--- src/rtl/sacs_defines.vh ---
`ifndef SACS_DEFINES_VH
`define SACS_DEFINES_VH
// byte addresses on the register bus: four times the register index
`define SACS_ADDR_CTRL1 12'h0D0
`define SACS_ADDR_CTRL2 12'h0D4
`define SACS_ADDR_RESL 12'h0D8
`define SACS_ADDR_RESH 12'h0DC
`define SACS_ADDR_PWR 12'h040
// register indices
`define SACS_IDX_CTRL1 10'h034
`define SACS_IDX_CTRL2 10'h035
`define SACS_IDX_RESL 10'h036
`define SACS_IDX_RESH 10'h037
// control one fields
`define SACS_C1_START 7
`define SACS_C1_MODE_HI 6
`define SACS_C1_MODE_LO 5
`define SACS_C1_GATE 4
`define SACS_C1_CHAN_HI 3
// control two fields
`define SACS_C2_END 7
`define SACS_C2_BUSY 6
`define SACS_RESET_8 8'h00
// mode codes
`define SACS_MODE_OFF 2'b00
`define SACS_MODE_SINGLE 2'b01
`define SACS_MODE_REPEAT 2'b11
// conversion lengths in core cycles
`define SACS_T0 11'd39
`define SACS_T1 11'd78
`define SACS_T2 11'd156
`define SACS_T3 11'd312
`define SACS_T4 11'd624
`define SACS_T5 11'd1248
`define SACS_START_LAT 2'd2
`define SACS_RESP_OKAY 2'b00
`define SACS_RESP_SLVERR 2'b10
`endif

--- src/rtl/sacs_adc_ctrl.v ---
`timescale 1ns/100ps
`include "sacs_defines.vh"
// Overview of operation
// - start bit launches conversion, self-clears
// - mode 00 off/stop, 01 single, 11 repeat
// - input gate zero disables all inputs
// - channel codes 0-7 route inputs, rest reserved
// - low-power entry clears start, mode, gate
// - end flag bit 7 set on completion
// - busy flag bit 6 while converting
// - time code sets 39..1248 cycle length
// - low-power entry clears end and busy
// - high read or new start clears end
// - control two bits 3-5 read zero
// - start and store overhead within bound
// - reference current only while converting
// - completion stores result, flags, interrupt
// - repeat restarts; mid-read completion discarded
// - mode 00 stops, clears flags and result
// - result split low eight, high two
module sacs_adc_ctrl (
  input wire clk_in,
  input wire rst_b_in,
  input wire [11:0] s_axi_awaddr_in,
  input wire s_axi_awvalid_in,
  output reg s_axi_awready_out,
  input wire [31:0] s_axi_wdata_in,
  input wire [3:0] s_axi_wstrb_in,
  input wire s_axi_wvalid_in,
  output reg s_axi_wready_out,
  output reg [1:0] s_axi_bresp_out,
  output reg s_axi_bvalid_out,
  input wire s_axi_bready_in,
  input wire [11:0] s_axi_araddr_in,
  input wire s_axi_arvalid_in,
  output reg s_axi_arready_out,
  output reg [31:0] s_axi_rdata_out,
  output reg [1:0] s_axi_rresp_out,
  output reg s_axi_rvalid_out,
  input wire s_axi_rready_in,
  input wire low_power_in,
  input wire comparator_in,
  output reg [7:0] analog_input_enable_out,
  output reg [9:0] dac_code_out,
  output reg dac_reference_current_out,
  output reg conversion_done_irq_out
);
  reg conv_start_bit;
  reg [1:0] op_mode_field;
  reg analog_input_gate;
  reg [3:0] channel_select;
  reg conversion_end_flag;
  reg conversion_active_flag;
  reg [2:0] time_code;
  reg [7:0] result_low;
  reg [1:0] result_high;
  reg low_read_pending;
  reg [1:0] lat_cnt;
  reg launching;
  reg aw_held;
  reg w_held;
  reg [11:0] aw_addr;
  reg [31:0] w_data;
  reg w_lane0;
  reg [10:0] length;
  wire [9:0] sar_trial;
  wire sar_done;
  wire [9:0] sar_result;
  wire sar_go;
  wire stop_now;
  wire do_write;
  wire wr_c1;
  wire wr_c2;
  wire rd_take;
  wire rd_resh;
  wire rd_resl;
  reg [7:0] rd_byte;
  reg rd_ok;
  // decoded write and completion events shared by the control blocks
  wire [7:0] next_gate;
  wire [1:0] wr_mode;
  wire start_ok;
  wire conv_finish;
  wire result_keep;
  wire aw_mapped;
  genvar gi;

  assign do_write = aw_held && w_held && !s_axi_bvalid_out;
  assign wr_c1 = do_write && w_lane0 && (aw_addr == `SACS_ADDR_CTRL1);
  assign wr_c2 = do_write && w_lane0 && (aw_addr == `SACS_ADDR_CTRL2);
  assign rd_take = s_axi_arvalid_in && s_axi_arready_out;
  assign rd_resh = rd_take && (s_axi_araddr_in == `SACS_ADDR_RESH);
  assign rd_resl = rd_take && (s_axi_araddr_in == `SACS_ADDR_RESL);
  // forced stop by mode 00 write, or entry to a low-power mode
  assign wr_mode = w_data[`SACS_C1_MODE_HI:`SACS_C1_MODE_LO];
  assign stop_now = low_power_in || (wr_c1 && wr_mode == `SACS_MODE_OFF);
  // a relaunch in repeat mode presets the counter so the next conversion starts at once
  assign sar_go = launching && (lat_cnt == `SACS_START_LAT) && !stop_now;
  // start accepted only in single or repeat mode and when idle
  assign start_ok = wr_c1 && w_data[`SACS_C1_START] && !conversion_active_flag &&
    (wr_mode == `SACS_MODE_SINGLE || wr_mode == `SACS_MODE_REPEAT);
  assign conv_finish = sar_done && conversion_active_flag;
  // a completion that falls between the low and high result reads is dropped
  assign result_keep = conv_finish && !(low_read_pending && !rd_resh);
  // writes to read-only or status registers answer okay and change nothing
  assign aw_mapped = (aw_addr == `SACS_ADDR_CTRL1) || (aw_addr == `SACS_ADDR_CTRL2) ||
    (aw_addr == `SACS_ADDR_RESL) || (aw_addr == `SACS_ADDR_RESH) || (aw_addr == `SACS_ADDR_PWR);

  always @* begin
    case (time_code)
      3'b000: length = `SACS_T0;
      3'b001: length = `SACS_T1;
      3'b010: length = `SACS_T2;
      3'b011: length = `SACS_T3;
      3'b100: length = `SACS_T4;
      3'b101: length = `SACS_T5;
      default: length = `SACS_T5; // reserved codes run the longest, safest time
    endcase
  end

  // each gate bit follows the channel decode only when the global gate is on
  generate
    for (gi = 0; gi < 8; gi = gi + 1) begin : g_gate
      localparam [2:0] CODE = gi;
      assign next_gate[gi] = analog_input_gate && !channel_select[3] &&
        (channel_select[2:0] == CODE);
    end
  endgenerate

  always @* begin
    rd_ok = 1'b1;
    case (s_axi_araddr_in)
      `SACS_ADDR_CTRL1: rd_byte = {conv_start_bit, op_mode_field, analog_input_gate,
        channel_select};
      `SACS_ADDR_CTRL2: rd_byte = {conversion_end_flag, conversion_active_flag, 3'b000,
        time_code};
      `SACS_ADDR_RESL: rd_byte = result_low;
      `SACS_ADDR_RESH: rd_byte = {6'b00_0000, result_high};
      `SACS_ADDR_PWR: rd_byte = {7'b000_0000, low_power_in};
      default: begin
        rd_byte = 8'h00;
        rd_ok = 1'b0;
      end
    endcase
  end

  sacs_sar_core #(
    .BITS(10)
  ) u_sar (
    .clk_in(clk_in),
    .rst_b_in(rst_b_in),
    .go_in(sar_go),
    .abort_in(stop_now),
    .length_in(length),
    .comp_in(comparator_in),
    .trial_out(sar_trial),
    .done_out(sar_done),
    .result_out(sar_result)
  );

  // bus slave: address and data accepted in either order, one write at a time
  always @(posedge clk_in or negedge rst_b_in) begin
    if (!rst_b_in) begin
      s_axi_awready_out <= 1'b0;
      s_axi_wready_out <= 1'b0;
      s_axi_bvalid_out <= 1'b0;
      s_axi_bresp_out <= `SACS_RESP_OKAY;
      aw_held <= 1'b0;
      w_held <= 1'b0;
      aw_addr <= 12'h000;
      w_data <= 32'h0000_0000;
      w_lane0 <= 1'b0;
    end else begin
      s_axi_awready_out <= !aw_held && !s_axi_awready_out && s_axi_awvalid_in;
      s_axi_wready_out <= !w_held && !s_axi_wready_out && s_axi_wvalid_in;
      if (s_axi_awvalid_in && s_axi_awready_out) begin
        aw_held <= 1'b1;
        aw_addr <= {s_axi_awaddr_in[11:2], 2'b00} | {10'h000, s_axi_awaddr_in[1:0]};
      end
      if (s_axi_wvalid_in && s_axi_wready_out) begin
        w_held <= 1'b1;
        w_data <= s_axi_wdata_in;
        w_lane0 <= s_axi_wstrb_in[0];
      end
      if (do_write) begin
        s_axi_bvalid_out <= 1'b1;
        s_axi_bresp_out <= aw_mapped ? `SACS_RESP_OKAY : `SACS_RESP_SLVERR;
      end
      if (s_axi_bvalid_out && s_axi_bready_in) begin
        s_axi_bvalid_out <= 1'b0;
        aw_held <= 1'b0;
        w_held <= 1'b0;
      end
    end
  end

  // read channel: one read at a time, answered the cycle after the address is taken
  always @(posedge clk_in or negedge rst_b_in) begin
    if (!rst_b_in) begin
      s_axi_arready_out <= 1'b0;
      s_axi_rvalid_out <= 1'b0;
      s_axi_rdata_out <= 32'h0000_0000;
      s_axi_rresp_out <= `SACS_RESP_OKAY;
    end else begin
      s_axi_arready_out <= !s_axi_arready_out && !s_axi_rvalid_out && s_axi_arvalid_in;
      if (rd_take) begin
        s_axi_rvalid_out <= 1'b1;
        s_axi_rdata_out <= {24'h00_0000, rd_byte};
        s_axi_rresp_out <= rd_ok ? `SACS_RESP_OKAY : `SACS_RESP_SLVERR;
      end else if (s_axi_rvalid_out && s_axi_rready_in) begin
        s_axi_rvalid_out <= 1'b0;
      end
    end
  end

  // configuration written by software; mode and gate cleared on low-power entry, channel and time code kept
  always @(posedge clk_in or negedge rst_b_in) begin
    if (!rst_b_in) begin
      op_mode_field <= `SACS_MODE_OFF;
      analog_input_gate <= 1'b0;
      channel_select <= 4'h0;
      time_code <= 3'b000;
    end else begin
      if (wr_c2) begin
        time_code <= w_data[2:0];
      end
      // reserved mode and channel codes are stored as written
      if (wr_c1) begin
        op_mode_field <= wr_mode;
        analog_input_gate <= w_data[`SACS_C1_GATE];
        channel_select <= w_data[`SACS_C1_CHAN_HI:0];
      end
      if (low_power_in) begin
        op_mode_field <= `SACS_MODE_OFF;
        analog_input_gate <= 1'b0;
      end
    end
  end

  // start bit and launch delay
  always @(posedge clk_in or negedge rst_b_in) begin
    if (!rst_b_in) begin
      conv_start_bit <= 1'b0;
      launching <= 1'b0;
      lat_cnt <= 2'd0;
    end else begin
      if (start_ok) begin
        conv_start_bit <= 1'b1;
        launching <= 1'b1;
        lat_cnt <= 2'd0;
      end
      if (launching) begin
        lat_cnt <= lat_cnt + 2'd1;
        if (sar_go) begin
          launching <= 1'b0;
          conv_start_bit <= 1'b0;
        end
      end
      if (conv_finish && op_mode_field == `SACS_MODE_REPEAT) begin
        launching <= 1'b1;
        lat_cnt <= `SACS_START_LAT;
      end
      if (stop_now) begin
        launching <= 1'b0;
        conv_start_bit <= 1'b0;
      end
    end
  end

  // status flags: a completion wins over a high-result read in the same cycle
  always @(posedge clk_in or negedge rst_b_in) begin
    if (!rst_b_in) begin
      conversion_end_flag <= 1'b0;
      conversion_active_flag <= 1'b0;
    end else begin
      if (start_ok) begin
        conversion_active_flag <= 1'b1;
        conversion_end_flag <= 1'b0;
      end
      if (rd_resh) begin
        conversion_end_flag <= 1'b0;
      end
      if (result_keep) begin
        conversion_end_flag <= 1'b1;
      end
      if (conv_finish && op_mode_field != `SACS_MODE_REPEAT) begin
        conversion_active_flag <= 1'b0;
      end
      if (stop_now) begin
        conversion_end_flag <= 1'b0;
        conversion_active_flag <= 1'b0;
      end
    end
  end

  // result registers; a low read arms the drop window, the high read closes it
  always @(posedge clk_in or negedge rst_b_in) begin
    if (!rst_b_in) begin
      result_low <= `SACS_RESET_8;
      result_high <= 2'b00;
      low_read_pending <= 1'b0;
    end else begin
      if (rd_resl) begin
        low_read_pending <= 1'b1;
      end else if (rd_resh) begin
        low_read_pending <= 1'b0;
      end
      if (result_keep) begin
        result_low <= sar_result[7:0];
        result_high <= sar_result[9:8];
      end
      if (stop_now) begin
        result_low <= `SACS_RESET_8;
        result_high <= 2'b00;
        low_read_pending <= 1'b0;
      end
    end
  end

  // pin-facing outputs, each straight from a flop
  always @(posedge clk_in or negedge rst_b_in) begin
    if (!rst_b_in) begin
      analog_input_enable_out <= 8'h00;
      dac_code_out <= 10'h000;
      dac_reference_current_out <= 1'b0;
      conversion_done_irq_out <= 1'b0;
    end else begin
      conversion_done_irq_out <= result_keep && !stop_now;
      analog_input_enable_out <= low_power_in ? 8'h00 : next_gate;
      dac_code_out <= sar_trial;
      // reference current tracks the live conversion only
      dac_reference_current_out <= conversion_active_flag && !launching && !stop_now;
    end
  end
endmodule // sacs_adc_ctrl

--- src/rtl/sacs_sar_core.v ---
`timescale 1ns/100ps
`include "sacs_defines.vh"
// successive approximation step engine: one comparator decision per step
module sacs_sar_core #(
  parameter BITS = 10
) (
  input wire clk_in,
  input wire rst_b_in,
  input wire go_in,
  input wire abort_in,
  input wire [10:0] length_in,
  input wire comp_in,
  output reg [BITS-1:0] trial_out,
  output reg done_out,
  output reg [BITS-1:0] result_out
);
  reg [10:0] cnt;
  reg [10:0] step_len;
  reg [3:0] bit_idx;
  reg active;
  integer i;
  localparam [3:0] TOP_IDX = BITS - 1;
  localparam [10:0] BITS_W = BITS;
  localparam [10:0] ROUND_UP = BITS - 1;
  always @(posedge clk_in or negedge rst_b_in) begin
    if (!rst_b_in) begin
      cnt <= 11'h000;
      step_len <= 11'h000;
      bit_idx <= 4'h0;
      active <= 1'b0;
      trial_out <= {BITS{1'b0}};
      done_out <= 1'b0;
      result_out <= {BITS{1'b0}};
    end else begin
      done_out <= 1'b0;
      if (abort_in) begin
        active <= 1'b0;
        trial_out <= {BITS{1'b0}};
      end else if (go_in) begin
        active <= 1'b1;
        bit_idx <= TOP_IDX;
        // round the step up so the decisions never finish before the selected time
        step_len <= (length_in + ROUND_UP) / BITS_W;
        cnt <= 11'h000;
        trial_out <= {1'b1, {(BITS-1){1'b0}}};
      end else if (active) begin
        if (cnt + 11'h001 >= step_len) begin
          cnt <= 11'h000;
          for (i = 0; i < BITS; i = i + 1) begin
            if (i == bit_idx) begin
              trial_out[i] <= comp_in;
            end else if (i + 1 == bit_idx) begin
              trial_out[i] <= 1'b1;
            end
          end
          if (bit_idx == 4'h0) begin
            active <= 1'b0;
            done_out <= 1'b1;
            result_out <= {trial_out[BITS-1:1], comp_in};
          end else begin
            bit_idx <= bit_idx - 4'h1;
          end
        end else begin
          cnt <= cnt + 11'h001;
        end
      end
    end
  end
endmodule // sacs_sar_core

--- config.mk ---
export PLATFORM = sky130hd
export DESIGN_NAME = sacs_adc_ctrl
export DESIGN_NICKNAME = d
export VERILOG_FILES = /design/src/rtl/sacs_adc_ctrl.v /design/src/rtl/sacs_sar_core.v
export VERILOG_INCLUDE_DIRS = /design/src /design/src/rtl
export SDC_FILE = /design/constraint.sdc
export NUM_CORES = 1
export LEC_CHECK = 0
export BUFFER_PORTS_ARGS = -buffer_cell sky130_fd_sc_hd__buf_2
export CORE_MARGIN = 3
export CORE_UTILIZATION = 54
export DETAILED_ROUTE_END_ITERATION = 10
export PLACE_DENSITY = 0.91
export SYNTH_ARGS = -nofsm -noshare
export SYNTH_HDL_FRONTEND = slang
export SYNTH_SLANG_ARGS = --single-unit
--- constraint.sdc ---
create_clock -name clk_in -period 3.5 [get_ports clk_in]
set_input_delay 0.7 -clock clk_in [delete_from_list [all_inputs] [get_ports clk_in]]
set_output_delay 0.7 -clock clk_in [all_outputs]
set_load 0.02 [all_outputs]
=== Yosys cells after proc, flatten, opt, wreduce, memory -nomap -nowiden ===
Cells that the tools add are included.

* Register bits after elaboration: 135
* Input port bits: 69
* Output and inout bits: 61
* Logic and storage cells: 279

* $add $sub $neg: 4
* Divide/modulo/power cells: 1
* $lt $le $gt $ge: 1
* Eq/ne operators: 37
* Multiplexer cells: 85
* Bitwise gates (word level): 3
* Reduce and logical (&&, ||, !) cells: 103

{| class="wikitable"
|+ Operators by type and width
! kind !! count
|-
| $eq 12x8->1 const B || 8
|-
| $mux 1 || 60
|-
| $pmux 11 s5 || 1
|-
| $reduce_bool 4->1 || 11
|-
| $logic_and 1x1->1 || 41
|-
| $mux 10 || 4
|-
| $pmux 8 s5 || 1
|-
| $mux 11 || 3
|-
| $reduce_and 3->1 || 10
|-
| $eq 12x7->1 const B || 2
|-
| $mux 8 || 3
|-
| $mux 2 || 9
|-
| $eq 3x4->1 const A || 4
|-
| $mux 4 || 4
|-
| $reduce_bool 2->1 || 8
|-
| $eq 3x3->1 const B || 5
|-
| $reduce_bool 3->1 || 5
|-
| $logic_not 1->1 || 13
|-
| $eq 3x2->1 const B || 4
|-
| $eq 4x4->1 const A || 3
|-
| $or 12x2->12 || 1
|-
| $add 11x1->11 const B || 1
|-
| $add 11x4->11 const B || 1
|-
| $div 11x4->11 const B || 1
|-
| 18 further kinds || 31
|}

=== Logic depth before layout (Yosys ltp) ===
Gate-level depths: netlist of run 1.

* Depth after elaboration: 12
* Mapped depth: 14

=== By module ===
From an unflattened synthesis of run 1, not the netlist that was laid out.

* Cells, all modules: 735
* Area, all modules: 7150.6 um^2

{| class="wikitable"
|+ Modules (own cells, without submodules)
! module !! times used !! cells an instance !! area each (um^2) !! sequential area each (um^2)
|-
| sacs_adc_ctrl || 1 || 333 || 3808.7 || 2127.0
|-
| sacs_sar_core || 1 || 402 || 3342.0 || 1126.1
|}

=== Worst setup path before layout of run 1 ===
Ideal clock, no wire load.

* Kind: reg2reg
* Start: register u_sar.cnt[2]
* End: register u_sar.trial_out[5]
* Library setup time: 0.099 ns
* Arrival: 3.074 ns
* Setup slack: 0.327 ns
* Stages on the path, launching flop included: 15
* Buffers on the path: 3
* Cells stage by stage: dfrtp_1 clkbuf_1 nand2_1 or2_2 and2_1 or2_2 ha_1 and3_1 and3_1 a211oi_1 a21oi_1 clkbuf_1 clkbuf_1 a31oi_1 a311oi_1

* Word-level cells in the longest chain between the ends: 4

{| class="wikitable"
|+ Ends and longest elaborated chain
! what !! line !! RTL
|-
| start, declared || sacs_sar_core.v:17 || <nowiki>reg [10:0] cnt;</nowiki>
|-
| start signal, assigned || sacs_sar_core.v:64 || <nowiki>cnt <= cnt + 11'h001;</nowiki>
|-
| $add 11x1->11 || sacs_sar_core.v:47 || <nowiki>if (cnt + 11'h001 >= step_len) begin</nowiki>
|-
| $ge 11x11->1 || sacs_sar_core.v:47 ||
|-
| $reduce_bool 3->1 (no source line) || n/a ||
|-
| $reduce_and 3->1 (no source line) || n/a ||
|-
| end signal, assigned || sacs_sar_core.v:38 || <nowiki>trial_out <= {BITS{1'b0}};</nowiki>
|-
| end signal, assigned || sacs_sar_core.v:45 || <nowiki>trial_out <= {1'b1, {(BITS-1){1'b0}}};</nowiki>
|-
| end signal, assigned by index || sacs_sar_core.v:51 || <nowiki>trial_out[i] <= comp_in;</nowiki>
|-
| end, declared || sacs_sar_core.v:13 || <nowiki>output reg [BITS-1:0] trial_out,</nowiki>
|}

Every way passes these cells.
A chain may end at the register's enable or synchronous reset.

=== Worst setup path in the final report of run 1 ===
* Start: register u_sar.cnt[2]
* End: register u_sar.trial_out[9]

The elaborated chain is that of the path after synthesis.

==> results.md, run 1 <==
- Setup violations, final: 0
- Vias per inst: approximately 5.8
- Period Utilization, post-route: 0.918
- Number of synthesis warnings: 0
- Final slew viol count: 0
- Multiplexer area fraction after synthesis: 0.120
- Final worst path period need: 3.21 ns
- Global-route usage over all layers: 0.229
- Syn Area/Cell: ~11 µm²
- Clk_skew: about 0.0074 ns
- Worst stage delay on the critical path: 0.48 ns
- Number of buffers created by CTS: 17
- Portion of the post-synthesis area used by sequential elements: 0.542
- Fraction of final layout cells with drive strength greater than 1: 0.277
- Hold-fix buffers, CTS: 0
- Main combinational cell family by area after synthesis: simple AND/OR/NAND/NOR gates
- Via Count: 4376
- Share of async-settable or async-resettable flops after synthesis: 1.00
- Number of antenna-violating nets in the routed design: 0
- Post-synth EDFFs: 0
- Area added between synthesis and finish: 16.9%
- Clock network latency to the later pin of the worst-skew pair: 0.53 ns
- Most used flip-flop cell after synthesis: sky130_fd_sc_hd__dfrtp_1
- Sinks on the clock net: 130
- Wire length of the first global-routing pass: 23000 µm
- Total gr overflow: 0
- Required time reported for the critical path endpoint: 3.93 ns
- DR DRC count: 0
- Slew of the pin with the lowest slew margin: 1.15 ns
- Max VDD drop: around 0.00035 V
- Antenna violations before repair: 0
- Total count of hold-check failures in the final report: 0
- Element type at the critical path start: register
- Core area: roughly 0.011 mm²
- Die Outline Area: 0.0124 mm²
- Critical path capture point type: register
- Worst slew slack as a fraction of its limit: 0.226
- CP Buf/Inv Count: 1
- Clk slew on worst S/H paths: 0.07 ns
- Number of cells on the worst reg-to-reg path: 12
- Average detailed-routed wire length per instance: 18.0 µm
- Post-Synth Simple-Gate Area: 0.135
- Max FO, Critical Path: 19
- Starting DRT DRC Count: 401
- Number of distinct standard cells referenced by the synthesized netlist: 56
- Post-CTS setup buffer count: 0
- Worst hold path type: input port to asynchronous set/reset pin
- Port-buffer cells: 76
- Fin Hold WS: 0.116 ns
- Dominant delay contributor by cell family on the critical path: simple AND/OR/NAND/NOR gates
- Crit Reg-Reg Endpoint: u_sar.trial_out[9]
- XOR/XNOR Fraction of Synth Area: 0.00876
- Share of the synthesized area in the top cell type: 0.542
- Ranking of synthesized cells by area: sky130_fd_sc_hd__dfrtp_1 (54%), sky130_fd_sc_hd__mux2_2 (6.2%), sky130_fd_sc_hd__buf_4 (3.4%)
- Cell breakdown of the critical path: nand2_1, or2_2, and2_1, or2_2, ha_1, and3_1, a221o_1, a21oi_1, a21oi_1, buf_4, and4b_1, o31ai_1
- Highest-count cells in the layout ignoring fill and taps: sky130_fd_sc_hd__dfrtp_1 (130), sky130_fd_sc_hd__buf_2 (75), sky130_fd_sc_hd__nor2_1 (43), sky130_fd_sc_hd__nand2_1 (36), sky130_fd_sc_hd__mux2_2 (33)
- Number of rows created at floorplan: 37
- Initial Util: 0.569
- Final HPWL from detailed placement: 9400 µm
- NumNets Final: 696
- Max Clk Rate: between 300 and 400 MHz
- Synth Area in Compound Gates: 0.102
- Fin Setup TNS: 0 ns
- Category of the most critical setup path: register to register
- Synthesized instance count: 526
- Unrepaired setup endpoints after global routing: false
- Cell chosen for the clock root: sky130_fd_sc_hd__clkbuf_8
- Internal reg-to-reg setup slack: 0.29 ns
- Max capacitance violation total: 0
- Most common cell after layout, fill and taps aside: sky130_fd_sc_hd__dfrtp_1
- Cell with the biggest individual delay on the critical path: sky130_fd_sc_hd__dfrtp_1
- Die height: 111 µm
- Count of state elements after synthesis: 130
- Count of H-tree levels built during CTS: 4
- Pwr Density: 551 mW/mm²
- First-pass iteration count of the detailed router: 5
- Drt total wl: 13700 µm
- Outcome: completed
- Die width: 111 µm
- Leakage power of the design: 0.00347 µW
- Crit path arrival time: 3.64 ns
- Library cell occupying the most area in the post-synthesis netlist: sky130_fd_sc_hd__dfrtp_1
- Post-synthesis cell area: 0.00600 mm²
- N_diodes: 0
- Routability cong.: 0.852
- Via count of the first global-routing pass: 4598
- Maximum number of pins on one net before global-route repair: 57
- Clock Tree Buf Depth: 2
- CTS tree: done
- Resize count post-CTS: 0
- Top-level I/O count: 130
- Area share of fa/ha/maj cells after synthesis: 0.0334
- R2R Path Start: u_sar.cnt[2]
## cell type report
class                      instances  area (µm²)
sequential                       130        3250
timing repair buffer              84         455
fill                             728        3540
inverter                          21        78.8
clock inverter                    15         143
clock buffer                      17         414
tap                              136         170
multi-input combinational        357        2500
## flip-flops by register name, indices dropped and copies added (netlist names), 10 cells and up
register          flops
u_sar.cnt            11
aw_addr              12
u_sar.result_out     10
dac_code_out         10
u_sar.trial_out      10
## metal layers
metal / share of wire / vias to the layer above / GRT usage
met4: 0.020 / 0 / 0.0827
li1: - / 1999 / -
met5: 0 / - / 0
met3: 0.060 / 28 / 0.0576
met2: 0.51 / 189 / 0.397
met1: 0.41 / 2160 / 0.279
## report_power, final
group | total (µW) | internal (µW) | switching (µW)
Combinational | 405 | 192 | 212
Clock | 1670 | 908 | 759
Sequential | 1790 | 1660 | 131
Total | 3870 | 2760 | 1100
## synth_stat cells, types with 5 or more instances
| library cell | n |
|---|---|
| sky130_fd_sc_hd__nand3_1 | 11 |
| sky130_fd_sc_hd__a31oi_1 | 11 |
| sky130_fd_sc_hd__a21o_1 | 5 |
| sky130_fd_sc_hd__nor3_1 | 10 |
| sky130_fd_sc_hd__clkbuf_1 | 12 |
| sky130_fd_sc_hd__a311oi_1 | 6 |
| sky130_fd_sc_hd__and3_1 | 5 |
| sky130_fd_sc_hd__a21oi_1 | 25 |
| sky130_fd_sc_hd__nor3b_1 | 5 |
| sky130_fd_sc_hd__inv_1 | 21 |
| sky130_fd_sc_hd__or2_2 | 7 |
| sky130_fd_sc_hd__mux2_2 | 33 |
| sky130_fd_sc_hd__mux2_4 | 9 |
| sky130_fd_sc_hd__and2_1 | 8 |
| sky130_fd_sc_hd__buf_4 | 27 |
| sky130_fd_sc_hd__mux2i_1 | 17 |
| sky130_fd_sc_hd__nor2_1 | 43 |
| sky130_fd_sc_hd__o21ai_0 | 17 |
| sky130_fd_sc_hd__nand2_1 | 36 |
| sky130_fd_sc_hd__ha_1 | 16 |
| sky130_fd_sc_hd__o31ai_1 | 6 |
| sky130_fd_sc_hd__dfrtp_1 | 130 |
## through the flow
step	total power, µW	util	worst slack, ns	instance area [µm²]	cells
final	3870	0.665	0.288	7020	760
after CTS	3890	0.664	0.237	7010	760
after global routing	4010	0.665	0.0345	7020	760
after global placement	2190	0.611	0.323	6450	728
after detailed placement	2230	0.611	0.279	6450	728
after floorplan	2080	-	0.327	6100	551
## worst max path at each step
stage                     slack (ns)          from                  to  depth (start not counted)
after floorplan                 0.33  u_sar.cnt[2]  u_sar.trial_out[5]                         14
after global placement          0.32  u_sar.cnt[2]    u_sar.bit_idx[0]                         12
after detailed placement        0.28  u_sar.cnt[2]  u_sar.trial_out[9]                         12
after CTS                       0.24  u_sar.cnt[2]  u_sar.trial_out[9]                         12
after global routing            0.03  u_sar.cnt[2]  u_sar.trial_out[9]                         12
final                           0.29  u_sar.cnt[2]  u_sar.trial_out[9]                         12
## cell families after synthesis
family,count (synthesis)
AOI/OAI and AO/OA,91
xor gates and xnor gates,6
adders and majority gates,16
buffers and inverters,64
DFF,130
muxes,61
other,1
and+or+nand+nor,157
Note: power is estimated with default switching activity, not from simulation.
==> inputs of run 2 (changes only) <==
--- a/config.mk
+++ b/config.mk
@@ -8,9 +8,10 @@
 export LEC_CHECK = 0
 export BUFFER_PORTS_ARGS = -buffer_cell sky130_fd_sc_hd__buf_2
 export CORE_MARGIN = 3
-export CORE_UTILIZATION = 54
+export CORE_UTILIZATION = 56
 export DETAILED_ROUTE_END_ITERATION = 10
-export PLACE_DENSITY = 0.91
+export PLACE_DENSITY = 0.92
 export SYNTH_ARGS = -nofsm -noshare
 export SYNTH_HDL_FRONTEND = slang
+export SYNTH_HIERARCHICAL = 1
 export SYNTH_SLANG_ARGS = --single-unit
==> results.md, run 2 <==
- Outcome: finished with violations
- Failing checks: setup timing
- Element type at the critical path start: register
- Clock Tree Buf Depth: 2
- Post-Route Utilization: 0.725
- Die width: about 120 µm
- Hold-fix buffers, CTS: 0
- Total count of hold-check failures in the final report: 0
- Highest-count cells in the layout ignoring fill and taps: sky130_fd_sc_hd__dfrtp_1 (128), sky130_fd_sc_hd__nand2_1 (92), sky130_fd_sc_hd__buf_2 (76), sky130_fd_sc_hd__buf_4 (73), sky130_fd_sc_hd__a21oi_1 (44)
- Worst hold path type: input port to asynchronous set/reset pin
- Worst slew slack as a fraction of its limit: 0.474
- Post-synthesis cell area: 0.00715 mm²
- Worst stage delay on the critical path: 0.50 ns
- Slew of the pin with the lowest slew margin: slightly below 0.8 ns
- Core area: 0.0123 mm²
- Most used flip-flop cell after synthesis: sky130_fd_sc_hd__dfrtp_1
- Port-buffer cells: 76
- Number of buffers created by CTS: 17
- CTS tree: done
- Cell breakdown of the critical path: buf_6, nor3_4, ha_4, a21oi_4, or4_1, and2_1, and4_1, o21a_2, nor3_1, buf_4, a21o_1, o22ai_4, o21bai_1, a211oi_2, a31oi_1
- Synthesized instance count: about 740
- Number of distinct standard cells referenced by the synthesized netlist: between 70 and 80
- Total gr overflow: 0
- Die Outline Area: 0.0142 mm²
- Routability cong.: 0.882
- Max VDD drop: ~0.00067 V
- NumNets Final: 967
- Global-route usage over all layers: 0.272
- Final slew viol count: 0
- Sinks on the clock net: 130
- Unrepaired setup endpoints after global routing: true
- Cell with the biggest individual delay on the critical path: sky130_fd_sc_hd__or4_1
- Registers with the highest flip-flop counts: aw_addr: 12 flops, u_sar/cnt: 11 flops
- Cell chosen for the clock root: sky130_fd_sc_hd__clkbuf_16
- Wire length of the first global-routing pass: a little over 30000 µm
- Post-route insts no fill: about 1100
- Ranking of synthesized cells by area: sky130_fd_sc_hd__dfrtp_1 (45%), sky130_fd_sc_hd__nand2_1 (4.8%), sky130_fd_sc_hd__mux2_2 (4.4%)
- DR DRC count: 0
- Portion of the post-synthesis area used by sequential elements: 0.455
- Vias per inst: 6.14
- Die height: 119 µm
- Starting DRT DRC Count: 706
- Most used standard cells in the synthesized netlist: sky130_fd_sc_hd__dfrtp_1 (130), sky130_fd_sc_hd__nand2_1 (92), sky130_fd_sc_hd__a21oi_1 (48), sky130_fd_sc_hd__nor2_1 (47), sky130_fd_sc_hd__o21ai_0 (44)
- First-pass iteration count of the detailed router: 6
- Drt total wl: 20400 µm
- Final worst path period need: 3.67 ns
- Setup violations, final: 2
- Number of cells on the worst reg-to-reg path: 15
- Maximum number of pins on one net before global-route repair: 70
- Via count of the first global-routing pass: 6276
- Syn Area/Cell: 9.73 µm²
- Share of async-settable or async-resettable flops after synthesis: 1.00
- Number of antenna-violating nets in the routed design: 0
- Fin Setup TNS: -0.314 ns
- Crit path arrival time: between 3 and 4 ns
- Clk_skew: 0.00957 ns
- Post-synth EDFFs: 0
- Leakage power of the design: about 0.0042 µW
- Max Clk Rate: 273 MHz
- Fraction of final layout cells with drive strength greater than 1: 0.302
- Max FO, Critical Path: 9
- Via Count: 6531
- Required time reported for the critical path endpoint: 3.77 ns
- Average detailed-routed wire length per instance: roughly 19 µm
- Top-level I/O count: 130
- Clk slew on worst S/H paths: 0.06 ns
- PnR Total Power: between 4000 and 5000 µW
- Initial Util: 0.583
- Library cell occupying the most area in the post-synthesis netlist: sky130_fd_sc_hd__dfrtp_1
- Most instantiated library cell after synthesis: sky130_fd_sc_hd__dfrtp_1
- Number of rows created at floorplan: 40
- Count of H-tree levels built during CTS: 4
- Share of the synthesized area in the top cell type: 0.455
- Area added between synthesis and finish: 24.3%
- Pwr Density: between 400 and 500 mW/mm²
- Layout fillers: 760
- Category of the most critical setup path: register to register
- Clock network latency to the later pin of the worst-skew pair: 0.42 ns
- R2R Path Start: time_code[1]
- Max FFs per register: 12
- Number of synthesis warnings: 6
- Post-Place Cells: 1018
- Final HPWL from detailed placement: about 13000 µm
- Count of state elements after synthesis: between 100 and 150
- Crit Reg-Reg Endpoint: u_sar/step_len[0]
- Internal reg-to-reg setup slack: -0.17 ns
- Post-place setup slack: -0.207 ns
- Critical path capture point type: register
- Final WS setup: -0.167 ns
- Period Utilization, post-route: 1.05
- Largest reg by FF count: aw_addr
- Max capacitance violation total: 0
- CP Buf/Inv Count: 2
- Most common cell after layout, fill and taps aside: sky130_fd_sc_hd__dfrtp_1
- Antenna violations before repair: 2
- Dominant delay contributor by cell family on the critical path: simple AND/OR/NAND/NOR gates
-- run 2: where the power goes --
group          switching (µW)  leakage (µW)  internal [µW]
clock                     697      0.000276           1070
combinational             316       0.00223            254
sequential                146       0.00172           1670
total                    1160       0.00422           3000
-- run 2: what timing repair did --
item,in CTS,in global routing
setup endpoints to repair,2,9
buffers inserted,3,9
pin swaps,2,7
gates resized for setup,9,23
hold endpoints to repair,0,0
-- run 2: worst reg2reg max path, stage by stage, from the launching register on --
cell                       delay, ns
sky130_fd_sc_hd__dfrtp_1        0.41
sky130_fd_sc_hd__buf_6          0.16
sky130_fd_sc_hd__nor3_4         0.29
sky130_fd_sc_hd__ha_4           0.20
sky130_fd_sc_hd__a21oi_4        0.09
sky130_fd_sc_hd__or4_1          0.50
sky130_fd_sc_hd__and2_1         0.24
sky130_fd_sc_hd__and4_1         0.23
sky130_fd_sc_hd__o21a_2         0.25
sky130_fd_sc_hd__nor3_1         0.20
sky130_fd_sc_hd__buf_4          0.16
sky130_fd_sc_hd__a21o_1         0.16
sky130_fd_sc_hd__o22ai_4        0.11
sky130_fd_sc_hd__o21bai_1       0.19
sky130_fd_sc_hd__a211oi_2       0.23
sky130_fd_sc_hd__a31oi_1        0.11
-- run 2: how the worst max path moves through the flow --
| stage | from | endpoint | cells after the start |
|---|---|---|---|
| after detailed placement | time_code[2] | u_sar/step_len[1] | 16 |
| after CTS | time_code[0] | u_sar/step_len[1] | 14 |
| final | time_code[1] | u_sar/step_len[0] | 15 |
| after floorplan | time_code[1] | u_sar/step_len[1] | 15 |
| after global routing | time_code[1] | u_sar/step_len[0] | 15 |
| after global placement | time_code[2] | u_sar/step_len[0] | 16 |
-- run 2: cell families after synthesis --
| group | count (synthesis) | share of synthesized area |
|---|---|---|
| simple gates | 270 | 0.194 |
| buf+inv | 76 | 0.0577 |
| xor+xnor | 20 | 0.0245 |
| mux | 44 | 0.0703 |
| flops | 130 | 0.455 |
| compound gates | 175 | 0.166 |
| fa+ha+maj | 19 | 0.0327 |
| other cells | 1 | 0.000524 |
-- run 2: final cells by class --
class	count	area, µm²	share of cell area
inverter	25	97.6	0.0110
clock buffer	18	439	0.0494
sequential	130	3260	0.366
timing repair buffer	153	982	0.111
clock inverter	14	151	0.0170
tap	168	210	0.0236
multi-input combinational	554	3750	0.422
antenna	2	5.00	0.000563
-- run 2: metrics by stage --
stage	hold slack (ns)	cell area (µm²)
floorplan	0.346	7320
global placement	0.361	8080
detailed placement	0.352	8080
CTS	0.371	8730
global route	0.393	8890
finish	0.338	8890
-- run 2: layer usage --
layer	track usage	up-vias	part of all wire	wire, µm
li1	-	2866	-	-
met1	0.337	3086	0.38	7700
met2	0.447	451	0.48	9700
met3	0.0670	128	0.084	1710
met4	0.133	0	0.062	1260
met5	0	-	0	0
